[src/idts_pkg.sv]
package idts_pkg;
  // wishbone register byte offsets
  localparam logic [3:0] REG_CTRL   = 4'h0; // control: branch taken, indexed extras
  localparam logic [3:0] REG_OPCODE = 4'h4; // opcode plus prefix byte
  localparam logic [3:0] REG_RESULT = 4'h8; // decoded class, mode, counts
  localparam logic [3:0] REG_ALU    = 4'hc; // operands, flags, result
  // control field positions
  localparam int CTRL_BRTAKEN = 0; // branch taken for long conditionals
  localparam int CTRL_IDX_CYC = 8; // indexed extra cycles, 4 bits
  localparam int CTRL_IDX_BYT = 12; // indexed extra bytes, 4 bits
  localparam logic [15:0] CTRL_RESET = 16'h0000;
  // prefixes selecting opcode pages
  localparam logic [7:0] PFX_PAGE2 = 8'h10;
  localparam logic [7:0] PFX_PAGE3 = 8'h11;
  // opcodes of this subset
  localparam logic [7:0] OP_PRODUCT  = 8'h3d;
  localparam logic [7:0] OP_SIGNW    = 8'h1d;
  localparam logic [7:0] OP_SSAVE    = 8'h34;
  localparam logic [7:0] OP_SREST    = 8'h35;
  localparam logic [7:0] OP_USAVE    = 8'h36;
  localparam logic [7:0] OP_UREST    = 8'h37;
  localparam logic [7:0] OP_TRAP     = 8'h3f;
  localparam logic [7:0] OP_COPY     = 8'h1f;
  localparam logic [7:0] OP_SWAP     = 8'h1e;
  localparam logic [7:0] OP_FLAGSET  = 8'h1a;
  localparam logic [7:0] OP_TRET     = 8'h3b;
  localparam logic [7:0] OP_CHECKA   = 8'h4d;
  localparam logic [7:0] OP_CHECKB   = 8'h5d;
  localparam logic [7:0] OP_INVA     = 8'h40;
  localparam logic [7:0] OP_INVB     = 8'h50;
  localparam logic [7:0] OP_DST_DIR  = 8'hdd;
  localparam logic [7:0] OP_DST_IDX  = 8'hed;
  localparam logic [7:0] OP_DST_EXT  = 8'hfd;
  localparam logic [7:0] OP_SBC_IMM  = 8'h82;
  localparam logic [7:0] OP_SUB_IMM  = 8'h80;
  // base cycle counts
  localparam logic [4:0] CYC_PRODUCT = 5'd11;
  localparam logic [4:0] CYC_TWO     = 5'd2;
  localparam logic [4:0] CYC_STACK   = 5'd5;
  localparam logic [4:0] CYC_TRAP1   = 5'd19;
  localparam logic [4:0] CYC_TRAP23  = 5'd20;
  localparam logic [4:0] CYC_COPY    = 5'd6;
  localparam logic [4:0] CYC_SWAP    = 5'd8;
  localparam logic [4:0] CYC_FLAGSET = 5'd3;
  localparam logic [4:0] CYC_TRET    = 5'd6;
  localparam logic [4:0] CYC_LBR     = 5'd5;
  localparam logic [4:0] CYC_DST_DIR = 5'd5;
  localparam logic [4:0] CYC_DST_IDX = 5'd5;
  localparam logic [4:0] CYC_DST_EXT = 5'd6;
  // flag register bit positions
  localparam int F_C = 0;
  localparam int F_V = 1;
  localparam int F_Z = 2;
  localparam int F_N = 3;
  localparam int F_I = 4;
  localparam int F_H = 5;
  localparam int F_F = 6;
  // operation classes
  typedef enum logic [3:0] {
    CL_NONE  = 4'h0, CL_PROD  = 4'h1, CL_SIGNW = 4'h2, CL_SAVE  = 4'h3,
    CL_REST  = 4'h4, CL_TRAP  = 4'h5, CL_COPY  = 4'h6, CL_SWAP  = 4'h7,
    CL_FSET  = 4'h8, CL_TRET  = 4'h9, CL_CHECK = 4'ha, CL_INV   = 4'hb,
    CL_STORE = 4'hc, CL_SUB   = 4'hd, CL_LBR   = 4'he, CL_BAD   = 4'hf
  } idts_class_t;
  // addressing modes
  typedef enum logic [2:0] {
    AM_INH = 3'h0, AM_IMM = 3'h1, AM_DIR = 3'h2, AM_IDX = 3'h3,
    AM_EXT = 3'h4, AM_REL = 3'h5
  } idts_mode_t;
endpackage

[src/idts_top.sv]
`timescale 1ns/1ns
// Function
// - half carry is carry out of bit three
// - tested flags follow condition, others hold
// - product: 11 cycles, unsigned, z and c
// - sign widen: 2 cycles, b sign fills a
// - system/user saves are 2 bytes, flags kept
// - system/user restores are 2 bytes
// - stack ops: 5 cycles plus one per byte
// - first trap: 19 cycles, sets both masks
// - paged traps: 20 cycles, masks untouched
// - register copy: 6 cycles, matching widths
// - 8-bit and 16-bit register sets defined
// - indexed mode adds extra cycles and bytes
// - long conditional branch 5 or 6 cycles
// - half carry undefined after negate, subtract
// - flag set ors into flags, trap return loads flags
// - 16-bit store high byte first, nz v0
// - operand check: 2 cycles, nz, v cleared
// - prefixes 10 and 11 select pages
module idts_top (
  input  wire logic        clk_i,      // 20 mhz clock
  input  wire logic        rst_i,      // synchronous reset, active high
  input  wire logic        cyc_i,      // wishbone cycle
  input  wire logic        stb_i,      // wishbone strobe
  input  wire logic        we_i,       // wishbone write
  input  wire logic [3:0]  adr_i,      // wishbone byte address
  input  wire logic [3:0]  sel_i,      // wishbone byte selects
  input  wire logic [31:0] dat_i,      // wishbone write data
  output logic      [31:0] dat_o,      // wishbone read data
  output logic             ack_o,      // wishbone acknowledge
  output logic      [3:0]  class_o,    // decoded operation class
  output logic      [2:0]  mode_o,     // decoded addressing mode
  output logic      [4:0]  cycles_o,   // total cycle count
  output logic      [3:0]  bytes_o,    // total byte length
  output logic      [7:0]  fmask_o,    // flags the op may update
  output logic             illegal_o   // bad register pair or opcode
);
  ////////////////////////////////////////////////////////////////////////
  // registers
  logic [15:0] ctrl_q;     // taken flag, indexed extras
  logic [15:0] opc_q;      // prefix in high byte, opcode in low
  logic [7:0]  post_q;     // postbyte for stack and copy ops
  logic [7:0]  opa_q;      // accumulator a operand
  logic [7:0]  opb_q;      // accumulator b / memory operand
  logic [7:0]  flags_q;    // flag register
  logic [15:0] res_q;      // last arithmetic result
  logic        use_b_q;    // single operand select / paged trap
  logic        exec_q;     // one cycle pulse: apply flag update
  logic        ack_q;      // bus acknowledge
  logic [31:0] rdat_q;     // bus read data
  logic        bus_req;    // new access this cycle
  logic [15:0] alu_res;    // alu result
  logic [7:0]  alu_flags;  // alu flag result

  ////////////////////////////////////////////////////////////////////////
  // decode signals
  idts_pkg::idts_class_t cls_d;   // decoded class
  idts_pkg::idts_mode_t  mode_d;  // decoded mode
  logic [4:0] cyc_d;              // total cycles
  logic [3:0] byt_d;              // total bytes
  logic [7:0] fm_d;               // flag mask
  logic       bad_d;              // illegal indication
  logic [3:0] pcount;             // bytes moved by stack op
  logic       page2;              // second page selected
  logic       page3;              // third page selected
  logic       src16;              // copy source is 16-bit
  logic       dst16;              // copy destination is 16-bit
  logic       srcok;              // copy source code valid
  logic       dstok;              // copy destination code valid
  logic [7:0] op;                 // opcode byte

  assign op = opc_q[7:0];
  assign page2 = (opc_q[15:8] == idts_pkg::PFX_PAGE2);
  assign page3 = (opc_q[15:8] == idts_pkg::PFX_PAGE3);

  // per bit stack byte count: pc,u/s,y,x take two, others one
  logic [3:0] pbits [8];
  genvar g;
  generate
    for (g = 0; g < 8; g++) begin : g_cnt
      if (g == 0) begin : g_first
        assign pbits[g] = {3'h0, post_q[g]};
      end else begin : g_next
        assign pbits[g] = pbits[g-1] + ((g >= 4) ? {2'h0, post_q[g], 1'b0}
                                                 : {3'h0, post_q[g]});
      end
    end
  endgenerate
  assign pcount = pbits[7];

  // register codes: 0-5 are 16-bit, 8-b are 8-bit
  assign src16 = ~post_q[7];
  assign dst16 = ~post_q[3];
  assign srcok = post_q[7] ? (post_q[6:4] <= 3'h3) : (post_q[6:4] <= 3'h5);
  assign dstok = post_q[3] ? (post_q[2:0] <= 3'h3) : (post_q[2:0] <= 3'h5);

  ////////////////////////////////////////////////////////////////////////
  // opcode decode
  always_comb begin
    cls_d = idts_pkg::CL_BAD;
    mode_d = idts_pkg::AM_INH;
    cyc_d = idts_pkg::CYC_TWO;
    byt_d = 4'h1;
    fm_d = 8'h00;
    bad_d = 1'b0;
    if (page2 || page3) begin
      byt_d = 4'h2;
      if (op == idts_pkg::OP_TRAP) begin
        cls_d = idts_pkg::CL_TRAP;
        cyc_d = idts_pkg::CYC_TRAP23;
      end else if (page2 && op[7:4] == 4'h2 && op[3:0] != 4'h0) begin
        cls_d = idts_pkg::CL_LBR;
        mode_d = idts_pkg::AM_REL;
        byt_d = 4'h4;
        cyc_d = idts_pkg::CYC_LBR + {4'h0, ctrl_q[idts_pkg::CTRL_BRTAKEN]
                                    & (op != 8'h21)};
      end else begin
        bad_d = 1'b1;
      end
    end else begin
      unique case (op)
        idts_pkg::OP_PRODUCT: begin
          cls_d = idts_pkg::CL_PROD;
          cyc_d = idts_pkg::CYC_PRODUCT;
          fm_d = 8'h05;
        end
        idts_pkg::OP_SIGNW: begin
          cls_d = idts_pkg::CL_SIGNW;
          fm_d = 8'h0e;
        end
        idts_pkg::OP_SSAVE, idts_pkg::OP_USAVE: begin
          cls_d = idts_pkg::CL_SAVE;
          mode_d = idts_pkg::AM_IMM;
          byt_d = 4'h2;
          cyc_d = idts_pkg::CYC_STACK + {1'b0, pcount};
        end
        idts_pkg::OP_SREST, idts_pkg::OP_UREST: begin
          cls_d = idts_pkg::CL_REST;
          mode_d = idts_pkg::AM_IMM;
          byt_d = 4'h2;
          cyc_d = idts_pkg::CYC_STACK + {1'b0, pcount};
          fm_d = {7'h00, post_q[0]} * 8'hff;
        end
        idts_pkg::OP_TRAP: begin
          cls_d = idts_pkg::CL_TRAP;
          cyc_d = idts_pkg::CYC_TRAP1;
          fm_d = 8'h50;
        end
        idts_pkg::OP_COPY, idts_pkg::OP_SWAP: begin
          cls_d = (op == idts_pkg::OP_COPY) ? idts_pkg::CL_COPY
                                            : idts_pkg::CL_SWAP;
          mode_d = idts_pkg::AM_IMM;
          byt_d = 4'h2;
          cyc_d = (op == idts_pkg::OP_COPY) ? idts_pkg::CYC_COPY
                                            : idts_pkg::CYC_SWAP;
          bad_d = (src16 != dst16) || !srcok || !dstok;
        end
        idts_pkg::OP_FLAGSET: begin
          cls_d = idts_pkg::CL_FSET;
          mode_d = idts_pkg::AM_IMM;
          byt_d = 4'h2;
          cyc_d = idts_pkg::CYC_FLAGSET;
          fm_d = 8'hff;
        end
        idts_pkg::OP_TRET: begin
          cls_d = idts_pkg::CL_TRET;
          cyc_d = idts_pkg::CYC_TRET;
          fm_d = 8'hff;
        end
        idts_pkg::OP_CHECKA, idts_pkg::OP_CHECKB: begin
          cls_d = idts_pkg::CL_CHECK;
          fm_d = 8'h0e;
        end
        idts_pkg::OP_INVA, idts_pkg::OP_INVB: begin
          cls_d = idts_pkg::CL_INV;
          fm_d = 8'h0f;
        end
        idts_pkg::OP_SUB_IMM, idts_pkg::OP_SBC_IMM: begin
          cls_d = idts_pkg::CL_SUB;
          mode_d = idts_pkg::AM_IMM;
          byt_d = 4'h2;
          fm_d = 8'h2f;
        end
        idts_pkg::OP_DST_DIR: begin
          cls_d = idts_pkg::CL_STORE;
          mode_d = idts_pkg::AM_DIR;
          byt_d = 4'h2;
          cyc_d = idts_pkg::CYC_DST_DIR;
          fm_d = 8'h0e;
        end
        idts_pkg::OP_DST_IDX: begin
          cls_d = idts_pkg::CL_STORE;
          mode_d = idts_pkg::AM_IDX;
          byt_d = 4'h2 + ctrl_q[idts_pkg::CTRL_IDX_BYT +: 4];
          cyc_d = idts_pkg::CYC_DST_IDX
                  + {1'b0, ctrl_q[idts_pkg::CTRL_IDX_CYC +: 4]};
          fm_d = 8'h0e;
        end
        idts_pkg::OP_DST_EXT: begin
          cls_d = idts_pkg::CL_STORE;
          mode_d = idts_pkg::AM_EXT;
          byt_d = 4'h3;
          cyc_d = idts_pkg::CYC_DST_EXT;
          fm_d = 8'h0e;
        end
        default: begin
          bad_d = 1'b1;
        end
      endcase
    end
  end

  ////////////////////////////////////////////////////////////////////////
  // alu instance
  idts_alu u_alu (
    .cls_i   (cls_d),
    .opa_i   (opa_q),
    .opb_i   (opb_q),
    .flags_i (flags_q),
    .use_b_i (use_b_q),
    .res_o   (alu_res),
    .flags_o (alu_flags)
  );

  ////////////////////////////////////////////////////////////////////////
  // wishbone slave, one wait cycle
  assign bus_req = cyc_i && stb_i && !ack_q;

  // acknowledge one cycle after request, dropped the next
  always_ff @(posedge clk_i) begin
    if (rst_i) begin
      ack_q <= 1'b0;
    end else begin
      ack_q <= bus_req;
    end
  end

  // register writes
  always_ff @(posedge clk_i) begin
    if (rst_i) begin
      ctrl_q <= idts_pkg::CTRL_RESET;
      opc_q <= 16'h0000;
      post_q <= 8'h00;
      opa_q <= 8'h00;
      opb_q <= 8'h00;
      use_b_q <= 1'b0;
    end else if (bus_req && we_i) begin
      unique case (adr_i)
        idts_pkg::REG_CTRL: begin
          if (sel_i[0]) ctrl_q[7:0] <= dat_i[7:0];
          if (sel_i[1]) ctrl_q[15:8] <= dat_i[15:8];
        end
        idts_pkg::REG_OPCODE: begin
          if (sel_i[0]) opc_q[7:0] <= dat_i[7:0];
          if (sel_i[1]) opc_q[15:8] <= dat_i[15:8];
          if (sel_i[2]) post_q <= dat_i[23:16];
          if (sel_i[3]) use_b_q <= dat_i[24];
        end
        idts_pkg::REG_ALU: begin
          if (sel_i[0]) opa_q <= dat_i[7:0];
          if (sel_i[1]) opb_q <= dat_i[15:8];
        end
        default: begin
          // unmapped or read-only: ignored
        end
      endcase
    end
  end

  // execute pulse after a write of the opcode register
  always_ff @(posedge clk_i) begin
    if (rst_i) begin
      exec_q <= 1'b0;
    end else begin
      exec_q <= bus_req && we_i && (adr_i == idts_pkg::REG_OPCODE);
    end
  end

  // flag register and result update, masked by decoded class
  always_ff @(posedge clk_i) begin
    if (rst_i) begin
      flags_q <= 8'h00;
      res_q <= 16'h0000;
    end else if (bus_req && we_i && adr_i == idts_pkg::REG_ALU
                 && sel_i[2]) begin
      flags_q <= dat_i[23:16];
    end else if (exec_q && !bad_d) begin
      flags_q <= alu_flags;
      res_q <= alu_res;
    end
  end

  // read data mux
  always_ff @(posedge clk_i) begin
    if (rst_i) begin
      rdat_q <= 32'h00000000;
    end else if (bus_req && !we_i) begin
      unique case (adr_i)
        idts_pkg::REG_CTRL:   rdat_q <= {16'h0000, ctrl_q};
        idts_pkg::REG_OPCODE: rdat_q <= {7'h00, use_b_q, post_q, opc_q};
        idts_pkg::REG_RESULT: rdat_q <= {5'h00, fm_d, bad_d, 2'h0, byt_d,
                                         mode_d, cyc_d, cls_d};
        idts_pkg::REG_ALU:    rdat_q <= {res_q[15:8], flags_q, res_q[7:0],
                                         opa_q};
        default:              rdat_q <= 32'h00000000;
      endcase
    end
  end

  ////////////////////////////////////////////////////////////////////////
  // registered decode outputs
  always_ff @(posedge clk_i) begin
    if (rst_i) begin
      class_o <= 4'h0;
      mode_o <= 3'h0;
      cycles_o <= 5'h00;
      bytes_o <= 4'h0;
      fmask_o <= 8'h00;
      illegal_o <= 1'b0;
    end else begin
      class_o <= cls_d;
      mode_o <= mode_d;
      cycles_o <= cyc_d;
      bytes_o <= byt_d;
      fmask_o <= fm_d;
      illegal_o <= bad_d;
    end
  end

  assign ack_o = ack_q;
  assign dat_o = rdat_q;
endmodule

[src/idts_alu.sv]
`timescale 1ns/1ns
// flag computation for the arithmetic part of the subset
module idts_alu (
  input  wire logic [3:0]  cls_i,      // operation class
  input  wire logic [7:0]  opa_i,      // accumulator a
  input  wire logic [7:0]  opb_i,      // accumulator b or operand
  input  wire logic [7:0]  flags_i,    // current flag register
  input  wire logic        use_b_i,    // select b as single operand
  output logic      [15:0] res_o,      // result value
  output logic      [7:0]  flags_o     // updated flag register
);
  logic [8:0] sum;   // 8-bit difference with borrow
  logic [4:0] lo;    // low nibble difference
  logic [7:0] x;     // single operand
  // combinational result and flag update
  always_comb begin
    sum = 9'h000;
    lo = 5'h00;
    x = use_b_i ? opb_i : opa_i;
    res_o = 16'h0000;
    flags_o = flags_i;
    unique case (cls_i)
      4'h1: begin // product, unsigned
        res_o = {8'h00, opa_i} * {8'h00, opb_i};
        flags_o[idts_pkg::F_Z] = (res_o == 16'h0000);
        flags_o[idts_pkg::F_C] = res_o[7];
      end
      4'h2: begin // sign widen b into a
        res_o = {{8{opb_i[7]}}, opb_i};
        flags_o[idts_pkg::F_N] = res_o[15];
        flags_o[idts_pkg::F_Z] = (res_o == 16'h0000);
        flags_o[idts_pkg::F_V] = 1'b0;
      end
      4'ha: begin // operand check, operand untouched
        res_o = {8'h00, x};
        flags_o[idts_pkg::F_N] = x[7];
        flags_o[idts_pkg::F_Z] = (x == 8'h00);
        flags_o[idts_pkg::F_V] = 1'b0;
      end
      4'hb: begin // twos invert, half carry left as is
        sum = 9'h000 - {1'b0, x};
        res_o = {8'h00, sum[7:0]};
        flags_o[idts_pkg::F_N] = sum[7];
        flags_o[idts_pkg::F_Z] = (sum[7:0] == 8'h00);
        flags_o[idts_pkg::F_V] = (x == 8'h80);
        flags_o[idts_pkg::F_C] = (x != 8'h00);
      end
      4'hd: begin // subtract / borrow subtract a - b - c
        lo = {1'b0, opa_i[3:0]} - {1'b0, opb_i[3:0]}
             - {4'h0, flags_i[idts_pkg::F_C] & use_b_i};
        sum = {1'b0, opa_i} - {1'b0, opb_i}
              - {8'h00, flags_i[idts_pkg::F_C] & use_b_i};
        res_o = {8'h00, sum[7:0]};
        flags_o[idts_pkg::F_H] = lo[4];
        flags_o[idts_pkg::F_N] = sum[7];
        flags_o[idts_pkg::F_Z] = (sum[7:0] == 8'h00);
        flags_o[idts_pkg::F_V] = (opa_i[7] ^ opb_i[7]) & (opa_i[7] ^ sum[7]);
        flags_o[idts_pkg::F_C] = sum[8];
      end
      4'hc: begin // sixteen-bit store, high byte first
        res_o = {opa_i, opb_i};
        flags_o[idts_pkg::F_N] = opa_i[7];
        flags_o[idts_pkg::F_Z] = ({opa_i, opb_i} == 16'h0000);
        flags_o[idts_pkg::F_V] = 1'b0;
      end
      4'h8: begin // immediate flag set
        res_o = {8'h00, flags_i | opb_i};
        flags_o = flags_i | opb_i;
      end
      4'h9: begin // flags reloaded from stacked byte
        res_o = {8'h00, opb_i};
        flags_o = opb_i;
      end
      4'h5: begin // trap; masks set by first trap only
        flags_o[idts_pkg::F_I] = flags_i[idts_pkg::F_I] | ~use_b_i;
        flags_o[idts_pkg::F_F] = flags_i[idts_pkg::F_F] | ~use_b_i;
      end
      default: begin // not affected
        flags_o = flags_i;
      end
    endcase
  end
endmodule

[config.mk]
export PLATFORM = sky130hd
export DESIGN_NAME = idts_top
export DESIGN_NICKNAME = d
export VERILOG_FILES = /design/src/idts_pkg.sv /design/src/idts_top.sv /design/src/idts_alu.sv
export SDC_FILE = /design/constraint.sdc
export NUM_CORES = 1
export LEC_CHECK = 0
export ABC_AREA = 1
export BUFFER_PORTS_ARGS = -buffer_cell sky130_fd_sc_hd__buf_2
export CAP_MARGIN = 20
export CORE_ASPECT_RATIO = 1.2
export CORE_MARGIN = 1.5
export CORE_UTILIZATION = 55
export DETAILED_ROUTE_END_ITERATION = 6
export GPL_TIMING_DRIVEN = 1
export PLACE_DENSITY = 0.75
export SLEW_MARGIN = 30
export SYNTH_ARGS = -nofsm -noshare
export SYNTH_HDL_FRONTEND = slang
export SYNTH_SLANG_ARGS = --single-unit
[constraint.sdc]
create_clock -name clk_i -period 13.8 [get_ports clk_i]
set_input_delay 2.07 -clock clk_i [delete_from_list [all_inputs] [get_ports clk_i]]
set_output_delay 2.07 -clock clk_i [all_outputs]
set_load 0.01 [all_outputs]
==> results of run 1 <==
synthesized netlist by cell type, drive strengths merged:
| cell type | instances | area share [%] |
|---|---|---|
| o2111ai | 4 | 0.33 |
| clkbuf | 54 | 1.9 |
| a21oi | 126 | 6.1 |
| nor3b | 2 | 0.14 |
| xnor2 | 4 | 0.33 |
| buf | 9 | 0.60 |
| dfxtp | 138 | 26 |
| a31oi | 2 | 0.12 |
| a31o | 1 | 0.084 |
| ha | 64 | 7.6 |
| a22o | 1 | 0.084 |
| o21bai | 1 | 0.072 |
| xor2 | 14 | 1.2 |
| nor3 | 15 | 0.86 |
| o21a | 1 | 0.072 |
| o211ai | 15 | 1.1 |
| o221ai | 11 | 0.92 |
| or2 | 1 | 0.060 |
| nand4 | 22 | 1.3 |
| nor4 | 3 | 0.18 |
| clkinv | 2 | 0.072 |
| nand3 | 60 | 3.1 |
| fa | 42 | 8.0 |
| nand3b | 4 | 0.29 |
| a21boi | 1 | 0.072 |
| inv | 245 | 8.8 |
| o22ai | 3 | 0.18 |
| o21ai | 132 | 6.3 |
| o31ai | 5 | 0.36 |
| nand2 | 425 | 15 |
| nor2 | 208 | 7.9 |
worst max-delay path by stage:
stage	from	endpoint	slack, ns
after floorplan	opa_q[1]	flags_q[2]	9.21
after global placement	adr_i[1]	post_q[6]	8.59
after detailed placement	adr_i[1]	opc_q[15]	8.53
after CTS	opb_q[6]	flags_q[2]	8.60
after global routing	opa_q[1]	flags_q[2]	8.21
final	opb_q[6]	flags_q[2]	8.55
critical path, stage by stage, from the launching register on:
cell,delay (ns)
dfxtp_1,0.82
nand2_1,0.16
fa_1,0.53
fa_1,0.54
inv_1,0.05
fa_1,0.52
inv_1,0.05
fa_1,0.53
inv_1,0.04
ha_1,0.36
a21oi_1,0.26
nor2_1,0.08
o21ai_0,0.22
nand3_1,0.11
nand2_1,0.11
nand2_1,0.06
nor2_1,0.09
nand3_1,0.07
nor2_1,0.18
nand3_1,0.10
nand4_1,0.11
nand2_1,0.06
a21oi_1,0.11
report_power, final:
part	switching, mW	total [mW]	internal [mW]
Combinational	0.0307	0.0430	0.0123
Clock	0.202	0.492	0.290
Sequential	0.00189	0.402	0.400
Total	0.235	0.938	0.703
cell type report:
cell class	count	area (sq um)	area share, %
clock buffer	18	429	3.68
timing repair buffer	100	513	4.40
sequential	138	2760	23.7
inverter	247	927	7.95
clock inverter	14	186	1.60
multi-input combinational	1167	6530	56.0
tap	256	320	2.75
flip-flops by register name, indices dropped and copies added (netlist names):
| register | count |
|---|---|
| dat_o | 32 |
| ctrl_q | 16 |
| opc_q | 16 |
| res_q | 16 |
| flags_q | 8 |
| opa_q | 8 |
| opb_q | 8 |
| post_q | 8 |
| fmask_o | 6 |
| cycles_o | 5 |
| bytes_o | 4 |
| class_o | 4 |
| mode_o | 3 |
| ack_o | 1 |
| exec_q | 1 |
| illegal_o | 1 |
| use_b_q | 1 |
logic make-up after synthesis:
kind of cell	synth area share [%]
AOI/OAI and AO/OA	15.8
xor gates and xnor gates	1.50
adders and majority gates	15.7
buffers and inverters	11.4
DFF	26.4
and+or+nand+nor	29.2
metal layers:
layer / vias up / GRT usage [%] / wire length [microns]
met2: 500 / 62.8 / 17200
met3: 121 / 6.88 / 2980
met4: 0 / 21.8 / 2290
met1: 5177 / 45.6 / 14000
met5: - / 0 / 0
li1: 5240 / - / -
through the flow:
step	worst slack [ns]	total power [mW]
3_5_place_dp	8.53	0.453
6_report	8.55	0.938
2_1_floorplan	9.21	0.434
4_1_cts	8.60	0.937
5_1_grt	8.21	0.960
3_3_place_gp	8.59	0.452
==> flow_summary.ini, run 1 <==
[drt]
dr.pass1.iters = 6
drc = 0
drt_iter0_drc = 1073
wl_mm = 36.5
vias = 11000
avgRoutedWirePerCell_microns = 18.8
postRouteAntennaNets = 0
via_per_inst = 5.69

[clock_network]
ctsHtreeMaxLevel = 4
clockBufferDepth = 2
hold_buffers = 0
cts_tree = done
insertion_delay_ns = 0.43
clkSlewWorstSetupHoldPaths_ns = 0.07
cts_made_buffers = 17
cts_resized = 0
postCtsSetupRepairBufs = 0
cts-root-buf = clkbuf_16
cts.sinks = 138

[worst_setup_path]
cp.required_ns = 14.17
reg2reg_depth = 22
critPathMaxFanout = 14
cp_data_arrival_time_ns = 5.62
rrSetupSlack_ns = 8.55
path_class = reg -> reg
cp-start-kind = flop
rr_endpoint = flags_q[2]
cp-end-kind = flop
timing.rr.start = opb_q[6]

[sta]
final-setup-viol-count = 0
hold_ws_ns = 0.465
maxSlewHeadroom_pct = 41.2
worst_slew_pin_slew_ns = 0.876
finalCritPeriodShare_pct = 38.1
fin_setup_tns_ns = 0
rsz0062_at_grt = false
fmax_mhz = 190
final-hold-violation-count = 0
slew_viol_final = 0
worst_clock_skew_ns = 0.0176
finalCriticalPeriod_ns = 5.25

[pwr]
p_leak_nw = 5.98
p_per_area_nw_per_um2 = 80.4
ir_drop_v = 0.0000815

[final_layout]
stdcell_count = 1940
final_core_util_pct = 62.1
nets = 1822
syn_to_final_growth_pct = 11.4
drive_above_1_share_pct = 10.5
mostFrequentLayoutCells = 417 x nand2_1, 231 x inv_1, 195 x nor2_1, 138 x dfxtp_1, 125 x a21oi_1
antenna_cells = 0
finish.instance_area_sq_um = 11700
fillCellCount = 1870
final_common_cell = nand2_1

[floorplan]
ios = 103
dieArea_sq_um = 19900
start_util_pct = 55.8
core.rowCount = 55
die_h_microns = 154
core_sq_um = 18800
fp.dieW_microns = 129

[place]
gp_congestion = 1.02
dp_hpwl_mm = 28.2
port-buffer-count = 95
placed_cells = 1908
placed_area_sq_um = 11100

[grt]
grt_max_degree = 69
grtUsageTotal_pct = 37.8
grt_pass1_wl_mm = 57.2
antenna_found_initial = 0
gr-total-overflow = 0
grt_pass1_vias = 10700

[yosys]
syn-cell-area_sq_um = 10500
yosys_warnings = 0
synth_nets = 1766
synth_cells = 1615
yosysSeqAreaShare_pct = 26.4
ys_types = 42
syn_avg_cell_area_sq_um = 6.49
ys_seq_elements = 138

[run_status]
outcome = finished, final reports clean

[min_path]
holdPathEnd = dat_o[30]
min_path_type = reg -> reg
min-delay-start = dat_o[30]
holdPathStages = 2

[job]
cap_violations = 0
Note: power is estimated with default switching activity, not from simulation.
==> inputs of run 2 (changes only) <==
--- a/config.mk
+++ b/config.mk
@@ -5,7 +5,7 @@
 export SDC_FILE = /design/constraint.sdc
 export NUM_CORES = 1
 export LEC_CHECK = 0
-export ABC_AREA = 1
+export ABC_AREA = 0
 export BUFFER_PORTS_ARGS = -buffer_cell sky130_fd_sc_hd__buf_2
 export CAP_MARGIN = 20
 export CORE_ASPECT_RATIO = 1.2
==> constraint.sdc (replaced) <==
create_clock -name clk_i -period 5.2 [get_ports clk_i]
set_input_delay 0.78 -clock clk_i [delete_from_list [all_inputs] [get_ports clk_i]]
set_output_delay 0.78 -clock clk_i [all_outputs]
set_load 0.01 [all_outputs]
==> run 2 against run 1 <==
Critical path depth down 5. Core utilization is 3.2 points higher. First-iteration DRC count increased by 2.5%. The run now ends with negative setup slack left. Cell count decreased by 15%. Clock power rose by 150%. Total power rose to 2.5 times the previous value. Via count fell by 5.9%. Wire length is 2.8% lower. Critical path type unchanged. Critical endpoint unchanged.
==> flow_summary.ini, run 2 <==
[place]
placed_area_sq_um = 11500
port-buffer-count = 95
dp_slack_ns = -0.234
placed_cells = 1617
gp_congestion = 1.04
dp_hpwl_mm = 27.2

[yosys]
async_reset_ff_share_pct = 0
synthMostInstantiatedCell = dfxtp_1
synth.area.top_cells = dfxtp_1 26%, fa_1 8.0%, ha_1 7.7%, nor2_1 4.4%, a21oi_1 4.4%
synth_top_cell_by_area = dfxtp_1
yosysSeqAreaShare_pct = 26.4
synth_cells = 1277
synth_enable_flop_cells = 0
synth_nets = 1428
synth_top_family_by_area = simple AND/OR/NAND/NOR gates
ys_seq_elements = 138
synth-compound-area-share_pct = 19.9
ys_types = 88
synthSimpleGateAreaFrac_pct = 23.1
muxShareOfSynthArea_pct = 5.86
synth_fa_ha_area_share_pct = 15.7
synthTopCellsByCount = 138 x dfxtp_1, 123 x nor2_1, 114 x nand2_1
syn-cell-area_sq_um = 10400
syn_avg_cell_area_sq_um = 8.18
synth_flop_cell = dfxtp_1
synth_xor_xnor_area_share_pct = 2.68
yosys.area.top_type_share_pct = 26.4
yosys_warnings = 0

[floorplan]
fp.dieW_microns = 129
start_util_pct = 55.8
die_h_microns = 154
core_sq_um = 18700
dieArea_sq_um = 19800
ios = 103
core.rowCount = 55

[drt]
via_per_inst = 6.27
postRouteAntennaNets = 0
avgRoutedWirePerCell_microns = 21.4
drt_iter0_drc = 1100
wl_mm = 35.5
dr.pass1.iters = 6
drc = 0
vias = 10400

[sta]
finalCritPeriodShare_pct = 103
worst_clock_skew_ns = 0.0178
final-hold-violation-count = 0
fin_setup_tns_ns = -0.141
rsz0062_at_grt = true
slew_viol_final = 0
worst_slew_pin_slew_ns = 0.868
fmax_mhz = 187
fin_ws_ns = -0.141
hold_ws_ns = 0.450
final-setup-viol-count = 1
finalCriticalPeriod_ns = 5.34
maxSlewHeadroom_pct = 40.5

[pwr]
p_leak_nw = 5.30
ir_drop_v = 0.000192
total_power_mw = 2.39
p_per_area_nw_per_um2 = 195

[worst_setup_path]
worst_path_max_delay_cell = fa_1
critPathMaxFanout = 7
crit_family = adder cells
cp.required_ns = 5.57
cp-end-kind = flop
cp_data_arrival_time_ns = 5.71
cp-start-kind = flop
critPathMaxStageDelay_ns = 0.56
path_class = reg -> reg
cp_cell_sequence = buf_4, ha_1, fa_2, fa_1, ha_1, inv_1, fa_1, inv_1, ha_2, o21ai_2, o2111ai_1, or3b_1, or4_1, or4_4, and4bb_1, or4b_4, a31oi_1
path_buf_inv = 3

[grt]
grt_pass1_wl_mm = 55.7
gr-total-overflow = 0
grt_max_degree = 70
grtUsageTotal_pct = 36.8
grt_pass1_vias = 10100
antenna_found_initial = 0

[clock_network]
cts.sinks = 138
ctsHtreeMaxLevel = 4
cts_tree = done
hold_buffers = 0
insertion_delay_ns = 0.44
clockBufferDepth = 2
clkSlewWorstSetupHoldPaths_ns = 0.07
cts_made_buffers = 17
cts-root-buf = clkbuf_16

[job]
cap_violations = 0

[min_path]
min_path_type = reg -> reg

[final_layout]
syn_to_final_growth_pct = 17.0
seq_area_sq_um = 2800
fillCellCount = 1630
drive_above_1_share_pct = 19.4
final_core_util_pct = 65.3
finish.instance_area_sq_um = 12200
final_common_cell = dfxtp_1
nets = 1537
antenna_cells = 0
stdcell_count = 1655
multiInputGateArea_sq_um = 7150
largest_reg_flops = 32
mostFrequentLayoutCells = 126 x dfxtp_1, 123 x nor2_1, 111 x nand2_1, 94 x buf_2, 92 x a21oi_1

[run_status]
violations = negative setup slack
outcome = finished with violations
==> run 2: layout make-up <==
cell class / instances / area share, %
Clock buffer: 19 / 3.54
Clock inverter: 13 / 1.15
Inverter: 86 / 2.64
Multi-Input combinational cell: 971 / 58.5
Sequential cell: 138 / 22.9
Tap cell: 256 / 2.62
Timing Repair Buffer: 172 / 8.67
==> run 2: what timing repair did <==
action,CTS,global route
buffers inserted,5,1
endpoints found under the setup margin,1,1
pin swaps,12,11
resized for setup,11,14
==> run 2: worst paths after layout <==
| kind | slack [ns] | end | cells past startpoint | startpoint |
|---|---|---|---|---|
| worst max register to register | -0.14 | flags_q[2] | 17 | opa_q[2] |
| worst max-delay path | -0.14 | flags_q[2] | 17 | opa_q[2] |
| worst min register to register | 0.45 | dat_o[4] | 1 | dat_o[4] |
| worst min-delay path | 0.45 | dat_o[4] | 1 | dat_o[4] |
==> run 2: per-layer routing <==
| layer | GRT usage [%] | share of wire [%] | up-vias |
|---|---|---|---|
| met1 | 44.0 | 39 | 4936 |
| met5 | 0 | 0 | - |
| li1 | - | - | 4779 |
| met4 | 23.4 | 6.6 | 0 |
| met3 | 7.59 | 7.8 | 156 |
| met2 | 60.0 | 47 | 511 |
==> run 2: logic make-up (layout without fill, tap and decap cells) <==
kind of cell,Yosys count,after routing
multiplexers,52,52
flip-flops,138,138
buffers and inverters,168,290
AO/OA/AOI/OAI,305,305
AND/OR/NAND/NOR,476,476
adder cells (fa/ha/maj),106,106
XOR/XNOR,32,32
==> run 2: report_power, final <==
group / total (mW) / leakage (nW) / switching (mW) / internal, mW
clock network: 1.21 / 0.285 / 0.499 / 0.711
logic: 0.115 / 3.89 / 0.0801 / 0.0354
registers: 1.06 / 1.12 / 0.00434 / 1.06
total: 2.39 / 5.30 / 0.584 / 1.81
